==> config.mk <==
export PLATFORM = sky130hd
export DESIGN_NAME = crtcs_top
export DESIGN_NICKNAME = d
export VERILOG_FILES = /design/src/shared/crtcs_pkg.sv /design/src/rtl/crtcs_edge.sv /design/src/rtl/crtcs_top.sv
export SDC_FILE = /design/constraint.sdc
export NUM_CORES = 1
export LEC_CHECK = 0
export BUFFER_PORTS_ARGS = -buffer_cell sky130_fd_sc_hd__buf_2
export CAP_MARGIN = 20
export CORE_ASPECT_RATIO = 0.75
export CORE_MARGIN = 5
export CORE_UTILIZATION = 45
export CTS_CLUSTER_SIZE = 25
export DETAILED_ROUTE_END_ITERATION = 8
export PLACE_DENSITY_LB_ADDON = 0.08
export SLEW_MARGIN = 20
export SYNTH_ARGS = -nofsm -noshare
export SYNTH_HDL_FRONTEND = slang
export SYNTH_SLANG_ARGS = --single-unit
==> constraint.sdc <==
create_clock -name mclk_in -period 0.8 [get_ports mclk_in]
set_clock_uncertainty 0.05 [all_clocks]
set_input_delay 0.04 -clock mclk_in [delete_from_list [all_inputs] [get_ports mclk_in]]
set_output_delay 0.04 -clock mclk_in [all_outputs]
set_load 0.01 [all_outputs]
==> src/shared/crtcs_pkg.sv <==
package crtcs_pkg;
    // command codes in bits 7:5
    localparam logic [2:0] CMD_RESET   = 3'h0;
    localparam logic [2:0] CMD_START   = 3'h1;
    localparam logic [2:0] CMD_STOP    = 3'h2;
    localparam logic [2:0] CMD_CURSOR  = 3'h4;
    localparam logic [2:0] CMD_IRQ_ON  = 3'h5;
    localparam logic [2:0] CMD_IRQ_OFF = 3'h6;
    localparam logic [2:0] CMD_PRESET  = 3'h7;
    localparam int CMD_MSB = 7;
    localparam int CMD_LSB = 5;

    // parameter byte counts
    localparam logic [2:0] NPAR_RESET  = 3'h4;
    localparam logic [2:0] NPAR_CURSOR = 3'h2;
    localparam logic [2:0] NPAR_NONE   = 3'h0;

    // status bit positions
    localparam int ST_IE = 6;
    localparam int ST_IR = 5;
    localparam int ST_IC = 3;
    localparam int ST_VE = 2;
    localparam int ST_BU = 1;

    // preset timing in character clocks
    localparam logic [1:0] PRESET_CLKS  = 2'h2;
    localparam logic [1:0] RELEASE_CLKS = 2'h2;

    localparam logic [7:0] BYTE_ZERO = 8'h00;
endpackage

==> src/rtl/crtcs_edge.sv <==
`timescale 1ns/1ps
module crtcs_edge
    import crtcs_pkg::*;
(
    // clock and reset
    input  wire logic mclk_in,
    input  wire logic rst_n_in,
    // level in, pulses out
    input  wire logic level_in,
    output logic      rise_out,
    output logic      fall_out
);
    typedef struct packed
    {
        logic prev;
    } crtcs_edge_s;

    crtcs_edge_s st;
    crtcs_edge_s next_st;

    always_comb
    begin
        next_st.prev = level_in;
    end

    always_ff @(posedge mclk_in or negedge rst_n_in)
    begin
        if (!rst_n_in)
            st <= '0;
        else
            st <= next_st;
    end

    assign rise_out = level_in & ~st.prev;
    assign fall_out = ~level_in & st.prev;
endmodule

==> src/rtl/crtcs_top.sv <==
`timescale 1ns/1ps
// Summary of operation
// start display enables interrupts, load requests, video; sets irq and video flags.
// stop display turns video off, interrupt enable untouched.
// after stop, retrace outputs keep running; video flag cleared until next start.
// load cursor sends next two parameter bytes to column then row registers.
// enable interrupt sets irq-enable flag and allows requests.
// disable interrupt blocks requests and clears irq-enable flag.
// preset counters holds timing at top-left until another command.
// preset takes two clocks; two more clocks before first character.
// irq-enable gates frame interrupt; set by start, cleared by reset.
// retrace request set at last-row start when enabled; cleared by status read.
// wrong parameter count sets bad-command flag; cleared by status read.
// video flag set by start, cleared by stop and reset.
// row buffer not full at swap sets underrun flag. The code sets it only while loading is on (after start, until reset).
// underrun stops loading and blanks until after next frame retrace.
// load request drops on write strobe fall; loader selects by then.
// port select low writes parameter, high writes command, high read gives status.
// each command takes a fixed zero to four parameter bytes.
// command bits 7:5 decode the seven commands.
// status: bit7 zero, IE6, IR5, IC3, VE2, BU1.
module crtcs_top
    import crtcs_pkg::*;
(
    // clock and reset
    input  wire logic       mclk_in,
    input  wire logic       arst_n_in,
    // host port, strobes active high, one cycle or longer
    input  wire logic       port_select_in,
    input  wire logic       wr_in,
    input  wire logic       rd_in,
    input  wire logic [7:0] data_in,
    output logic [7:0]      data_out,
    // buffer loading
    input  wire logic       load_select_n_in,
    output logic            load_request_out,
    // display timing from the raster engine
    input  wire logic       last_row_start_in,
    input  wire logic       swap_in,
    input  wire logic       row_full_in,
    input  wire logic       frame_retrace_in,
    input  wire logic       line_retrace_in,
    // display outputs
    output logic            irq_out,
    output logic            video_blank_out,
    output logic            line_retrace_out,
    output logic            frame_retrace_out,
    output logic            counters_hold_out,
    output logic            first_char_out,
    output logic [7:0]      cursor_col_out,
    output logic [7:0]      cursor_row_out
);
    typedef enum logic [1:0]
    {
        PR_IDLE  = 2'b00,
        PR_LOAD  = 2'b01,
        PR_HOLD  = 2'b10,
        PR_SETUP = 2'b11
    } crtcs_preset_e;

    typedef struct packed
    {
        logic          rst_s1;
        logic          rst_s2;
        logic          irq_enable_flag;
        logic          retrace_request_flag;
        logic          bad_command_flag;
        logic          video_on_flag;
        logic          row_underrun_flag;
        logic          loading;
        logic          underrun_wait;
        logic [2:0]    par_need;
        logic [2:0]    par_got;
        logic [2:0]    cur_cmd;
        crtcs_preset_e pr_state;
        logic [1:0]    pr_cnt;
        logic [7:0]    data_q;
        logic          load_request;
        logic          irq;
        logic          blank;
        logic          line_rt;
        logic          frame_rt;
        logic          first_char;
        logic          hold;
        logic [7:0]    cursor_col;
        logic [7:0]    cursor_row;
    } crtcs_s;

    crtcs_s st;
    crtcs_s next_st;
    logic   rst_n;
    logic   wr_rise;
    logic   rd_fall;
    logic   ld_fall;
    logic   frame_fall;
    logic   unused_rise;

    assign rst_n = st.rst_s2;

    crtcs_edge u_wr_edge
    (
        .mclk_in  (mclk_in),
        .rst_n_in (rst_n),
        .level_in (wr_in),
        .rise_out (wr_rise),
        .fall_out ()
    );

    // status read effects taken at end of read
    crtcs_edge u_rd_edge
    (
        .mclk_in  (mclk_in),
        .rst_n_in (rst_n),
        .level_in (rd_in & port_select_in),
        .rise_out (),
        .fall_out (rd_fall)
    );

    crtcs_edge u_ld_edge
    (
        .mclk_in  (mclk_in),
        .rst_n_in (rst_n),
        .level_in (wr_in & ~load_select_n_in),
        .rise_out (unused_rise),
        .fall_out ()
    );

    crtcs_edge u_fr_edge
    (
        .mclk_in  (mclk_in),
        .rst_n_in (rst_n),
        .level_in (frame_retrace_in),
        .rise_out (),
        .fall_out (frame_fall)
    );

    // a write strobe "falls" when asserted, matching an active-low pin
    assign ld_fall = unused_rise;

    always_comb
    begin
        logic       cmd_wr;
        logic       par_wr;
        logic [2:0] code;
        logic       set_ir;
        logic       set_bu;
        // loader writes with select low go to the row buffer, not to the host registers
        cmd_wr = wr_rise & port_select_in & load_select_n_in;
        par_wr = wr_rise & ~port_select_in & load_select_n_in;
        code = data_in[CMD_MSB:CMD_LSB];
        set_ir = last_row_start_in & st.irq_enable_flag;
        set_bu = swap_in & ~row_full_in & st.loading;
        next_st = st;
        next_st.rst_s1 = 1'b1;
        next_st.rst_s2 = st.rst_s1;

        // clear on read first, so a same-cycle set wins
        if (rd_fall)
        begin
            next_st.retrace_request_flag = 1'b0;
            next_st.bad_command_flag = 1'b0;
        end

        if (par_wr)
        begin
            if (st.par_got >= st.par_need)
                next_st.bad_command_flag = 1'b1;
            else
                next_st.par_got = st.par_got + 3'h1;
            if (st.cur_cmd == CMD_CURSOR && st.par_got == 3'h0)
                next_st.cursor_col = data_in;
            if (st.cur_cmd == CMD_CURSOR && st.par_got == 3'h1)
                next_st.cursor_row = data_in;
        end

        if (cmd_wr)
        begin
            if (st.par_got != st.par_need)
                next_st.bad_command_flag = 1'b1;
            next_st.cur_cmd = code;
            next_st.par_got = 3'h0;
            next_st.par_need = NPAR_NONE;
            if (st.pr_state != PR_IDLE)
                next_st.pr_state = PR_SETUP;
            next_st.pr_cnt = '0;
            unique case (code)
                CMD_RESET:
                begin
                    next_st.par_need = NPAR_RESET;
                    next_st.irq_enable_flag = 1'b0;
                    next_st.video_on_flag = 1'b0;
                    next_st.loading = 1'b0;
                end
                CMD_START:
                begin
                    next_st.irq_enable_flag = 1'b1;
                    next_st.video_on_flag = 1'b1;
                    next_st.loading = 1'b1;
                end
                CMD_STOP:
                    next_st.video_on_flag = 1'b0;
                CMD_CURSOR:
                    next_st.par_need = NPAR_CURSOR;
                CMD_IRQ_ON:
                    next_st.irq_enable_flag = 1'b1;
                CMD_IRQ_OFF:
                    next_st.irq_enable_flag = 1'b0;
                CMD_PRESET:
                begin
                    next_st.pr_state = PR_LOAD;
                end
                default:
                    next_st.cur_cmd = code; // code 3 is unused, ignored
            endcase
        end

        if (set_ir)
            next_st.retrace_request_flag = 1'b1;
        if (cmd_wr && code == CMD_START)
            next_st.row_underrun_flag = 1'b0;
        if (set_bu)
        begin
            next_st.row_underrun_flag = 1'b1;
            next_st.underrun_wait = 1'b1;
        end
        // resume once the following frame retrace ends
        if (st.underrun_wait && frame_fall && !set_bu)
            next_st.underrun_wait = 1'b0;

        // preset sequencer, two clocks to load, two before first character
        next_st.first_char = 1'b0;
        unique case (st.pr_state)
            PR_IDLE:
                next_st.pr_cnt = '0;
            PR_LOAD:
            begin
                next_st.pr_cnt = st.pr_cnt + 2'h1;
                if (st.pr_cnt + 2'h1 == PRESET_CLKS && !cmd_wr)
                    next_st.pr_state = PR_HOLD;
            end
            PR_HOLD:
                next_st.pr_cnt = '0;
            PR_SETUP:
            begin
                next_st.pr_cnt = st.pr_cnt + 2'h1;
                if (st.pr_cnt + 2'h1 == RELEASE_CLKS)
                begin
                    next_st.pr_state = PR_IDLE;
                    next_st.first_char = 1'b1;
                end
            end
        endcase

        next_st.hold = (next_st.pr_state == PR_LOAD) | (next_st.pr_state == PR_HOLD);
        // load request drops on strobe, re-arms at strobe end
        if (ld_fall)
            next_st.load_request = 1'b0;
        else
            next_st.load_request = next_st.loading & ~next_st.underrun_wait & ~wr_in;
        next_st.irq = next_st.retrace_request_flag & next_st.irq_enable_flag;
        next_st.blank = ~next_st.video_on_flag | next_st.underrun_wait;
        next_st.line_rt = line_retrace_in;
        next_st.frame_rt = frame_retrace_in;

        next_st.data_q = BYTE_ZERO;
        next_st.data_q[ST_IE] = next_st.irq_enable_flag;
        next_st.data_q[ST_IR] = next_st.retrace_request_flag;
        next_st.data_q[ST_IC] = next_st.bad_command_flag;
        next_st.data_q[ST_VE] = next_st.video_on_flag;
        next_st.data_q[ST_BU] = next_st.row_underrun_flag;
    end

    always_ff @(posedge mclk_in or negedge arst_n_in)
    begin
        if (!arst_n_in)
        begin
            st <= '0;
            st.blank <= 1'b1;
        end
        else if (!st.rst_s2)
        begin
            st <= '0;
            st.rst_s1 <= 1'b1;
            st.rst_s2 <= st.rst_s1;
            st.blank <= 1'b1;
        end
        else
            st <= next_st;
    end

    assign data_out          = st.data_q;
    assign load_request_out  = st.load_request;
    assign irq_out           = st.irq;
    assign video_blank_out   = st.blank;
    assign line_retrace_out  = st.line_rt;
    assign frame_retrace_out = st.frame_rt;
    assign counters_hold_out = st.hold;
    assign first_char_out    = st.first_char;
    assign cursor_col_out    = st.cursor_col;
    assign cursor_row_out    = st.cursor_row;
endmodule

==> reports/metrics.cfg <==
[routing]
highest_layer = met4
met1_length_mm = 2.53
wl_per_cell_um = 14.4
first_pass_iters = 4
drt_iter0_drc = 77
via_count = 1804
wirelength_mm = 5.43
drc = 0
ant_nets = 0
viasPerCell = 4.80
wl_met2_mm = 2.68
met3WireLength_um = 157

[synth]
ys_types = 40
yosysWarnings = 0
netlist_instances = 224
avgSynthCellArea_um2 = 10.5
synth_most_common_cell = dfrtp_1
yosysTopAreaCell = dfrtp_1
post-synth-top-area-fraction = 0.489
synth-edff-count = 0
synth_common_cells = 46 x dfrtp_1, 37 x nand2_1, 25 x buf_4
yosysSeqAreaShare = 0.500
synth_seq_cells = 47
ys.flop_type = dfrtp_1
syn-cell-area_um2 = 2350
async_reset_ff_frac = 1.00
synth_area_leaders = dfrtp_1 49%, buf_4 8.0%, mux2i_1 7.2%

[final_layout]
antenna_cells = 0
stdcell_area_um2 = 3320
nNetsFinal = 328
drive_gt1_frac = 0.467
final-instance-count-excl-fill = 376
area_growth_pct = 41.1

[worst_setup_path]
cp_slowest_cell = dfrtp_1
end_kind = flip-flop
crit_start = u_wr_edge.st$_DFF_PN0_
reg2reg_to = st[40]$_DFFE_PN0P_
critPathMaxFanout = 5
timing.rr.start = u_wr_edge.st$_DFF_PN0_
r2r_setup_slack_ps = -590
cpPeakStageDelay_ps = 410
required_ps = 980
crit_family = simple AND/OR/NAND/NOR gates
arrival_ps = 1570
cp_cell_sequence = and4b_2, buf_6, or3_1, mux2i_1
reg2regPathDepth = 4
cp.buffers_inverters = 1
worstSetupPathType = reg -> reg
cp-start-kind = flip-flop

[clock_network]
cts_sinks = 47
cts-buffers-inserted = 5
insertion_delay_ps = 300
h-tree-depth = 2
root_buffer = clkbuf_8
path_clk_slew_ps = 80
clockBufferDepth = 2
cts_tree = yes

[min_path]
holdPathStages = 3
hold-path-endpoint = data_out[5]$_DFF_PN0_
min-delay-start = last_row_start_in
min_path_type = in -> reg

[global_routing]
antenna_found_initial = 0
grt_start_max_net_pins = 23
grt.total_usage = 0.167
grt_pass1_vias = 1889
grt_overflow = 0
grt_first_pass_wirelength_mm = 8.96

[die]
die-area_um2 = 6790
die_x_um = 93.5
core_area_um2 = 4980
start_util = 0.473
ios = 50
die_y_um = 72.6
rows = 22

[sta]
period_share = 1.74
finalSetupViolCount = 70
grt_setup_unrepaired = true
fmax_mhz = 717
whs_ps = -3.68
fin_ws_ps = -594
timing_hold_violations_final = 1
maxSlewViolCount = 0
min_period_ps = 1390

[power_and_ir_drop]
power_density_nw_per_um2 = 1500
vdd_drop_max_mv = 1.12
leakagePower_nw = 1.75

[placement]
hpwl_mm = 3.78
io_buffers = 46
gp_congestion = 0.782
post-place-cells = 345
placed_area_um2 = 2820

[flow_run]
max_cap_violations = 0

[outcome]
status = complete, but fails checks
violations = negative hold slack, negative setup slack

## cells by family after synthesis
family,Yosys count,share of synthesized area
simple gates,71,0.174
flops,47,0.500
buf+inv,44,0.115
compound gates,37,0.104
mux,17,0.0723
fa+ha+maj,6,0.0319
other cells,2,0.00319
## how the worst max path moves through the flow
| stage | to | slack (ps) | depth (start not counted) |
|---|---|---|---|
| after floorplan | cursor_col_out[0]$_DFFE_PN0P_ | -490 | 3 |
| after global placement | st[34]$_DFF_PN0_ | -580 | 4 |
| after detailed placement | cursor_col_out[3]$_DFFE_PN0P_ | -620 | 3 |
| after CTS | cursor_col_out[3]$_DFFE_PN0P_ | -640 | 3 |
| after global routing | st[40]$_DFFE_PN0P_ | -700 | 4 |
| final | st[40]$_DFFE_PN0P_ | -590 | 4 |
## worst min-delay path: cells and delay by family
| kind | cells | cell delay [ps] |
|---|---|---|
| compound gates | 1 | 80 |
| simple gates | 1 | 100 |
| buf+inv | 1 | 80 |
## flip-flops by register name, indices dropped and copies added, names as in the netlist
| name | flops |
|---|---|
| data_out | 5 |
| u_rd_edge.st | 1 |
| next_st | 1 |
| load_request_out | 1 |
| line_retrace_out | 1 |
| first_char_out | 1 |
| cursor_row_out | 8 |
| irq_out | 1 |
| u_fr_edge.st | 1 |
| video_blank_out | 1 |
| st | 14 |
| frame_retrace_out | 1 |
| rst_n | 1 |
| cursor_col_out | 8 |
| u_wr_edge.st | 1 |
| counters_hold_out | 1 |
## stage by stage
stage | TNS (ps) | setup slack (ps) | utilization | power [W] | hold slack, ps
after CTS | -23760 | -639 | 0.642 | 0.00500 | -11.2
after global routing | -25830 | -702 | 0.667 | 0.00516 | 24.6
after floorplan | -15670 | -490 | - | 0.00266 | -306
after global placement | -19330 | -580 | 0.565 | 0.00288 | -118
after detailed placement | -19910 | -623 | 0.565 | 0.00288 | -121
final | -22790 | -594 | 0.667 | 0.00499 | -3.68
## cells in the final DEF (no fill, tap or decap), types with 4 or more instances in the layout
master and instances:
dfrtp_1 44, mux2i_1 17, o21a_1 5, buf_6 12
a21oi_1 6, dlygate4sd3_1 7, nor2_1 6, nand2_1 34
a21oi_2 4, clkbuf_8 5, conb_1 4, buf_4 37
inv_1 6, nand4_1 4, buf_2 45
## cell type report
type / count / area (um2)
Multi-Input combinational cell: 136 / 1110
Sequential cell: 47 / 1180
Timing Repair Buffer: 104 / 768
Clock inverter: 2 / 60.1
Tap cell: 72 / 90.1
Inverter: 9 / 36.3
Clock buffer: 6 / 72.6
Fill cell: 394 / 1660
## layer usage
| layer | global-route usage | vias up |
|---|---|---|
| li1 | - | 895 |
| met1 | 0.229 | 870 |
| met2 | 0.273 | 32 |
| met3 | 0.0340 | 7 |
| met4 | 0.0465 | 0 |
| met5 | 0 | - |
## repair_timing
action,in CTS,in global routing
buffers inserted,6,11
gates resized for setup,31,15
setup endpoints to repair,70,70
hold endpoints to repair,54,0
pin swaps,10,10
hold buffers,7,0
gates cloned,1,1
## power by group
group          internal (W)  switching (W)  total [W]
Combinational      0.000253       0.000267   0.000520
Sequential          0.00240      0.0000199    0.00242
Clock               0.00125       0.000799    0.00205
Total               0.00390        0.00109    0.00499
Note: power is estimated with default switching activity, not from simulation.
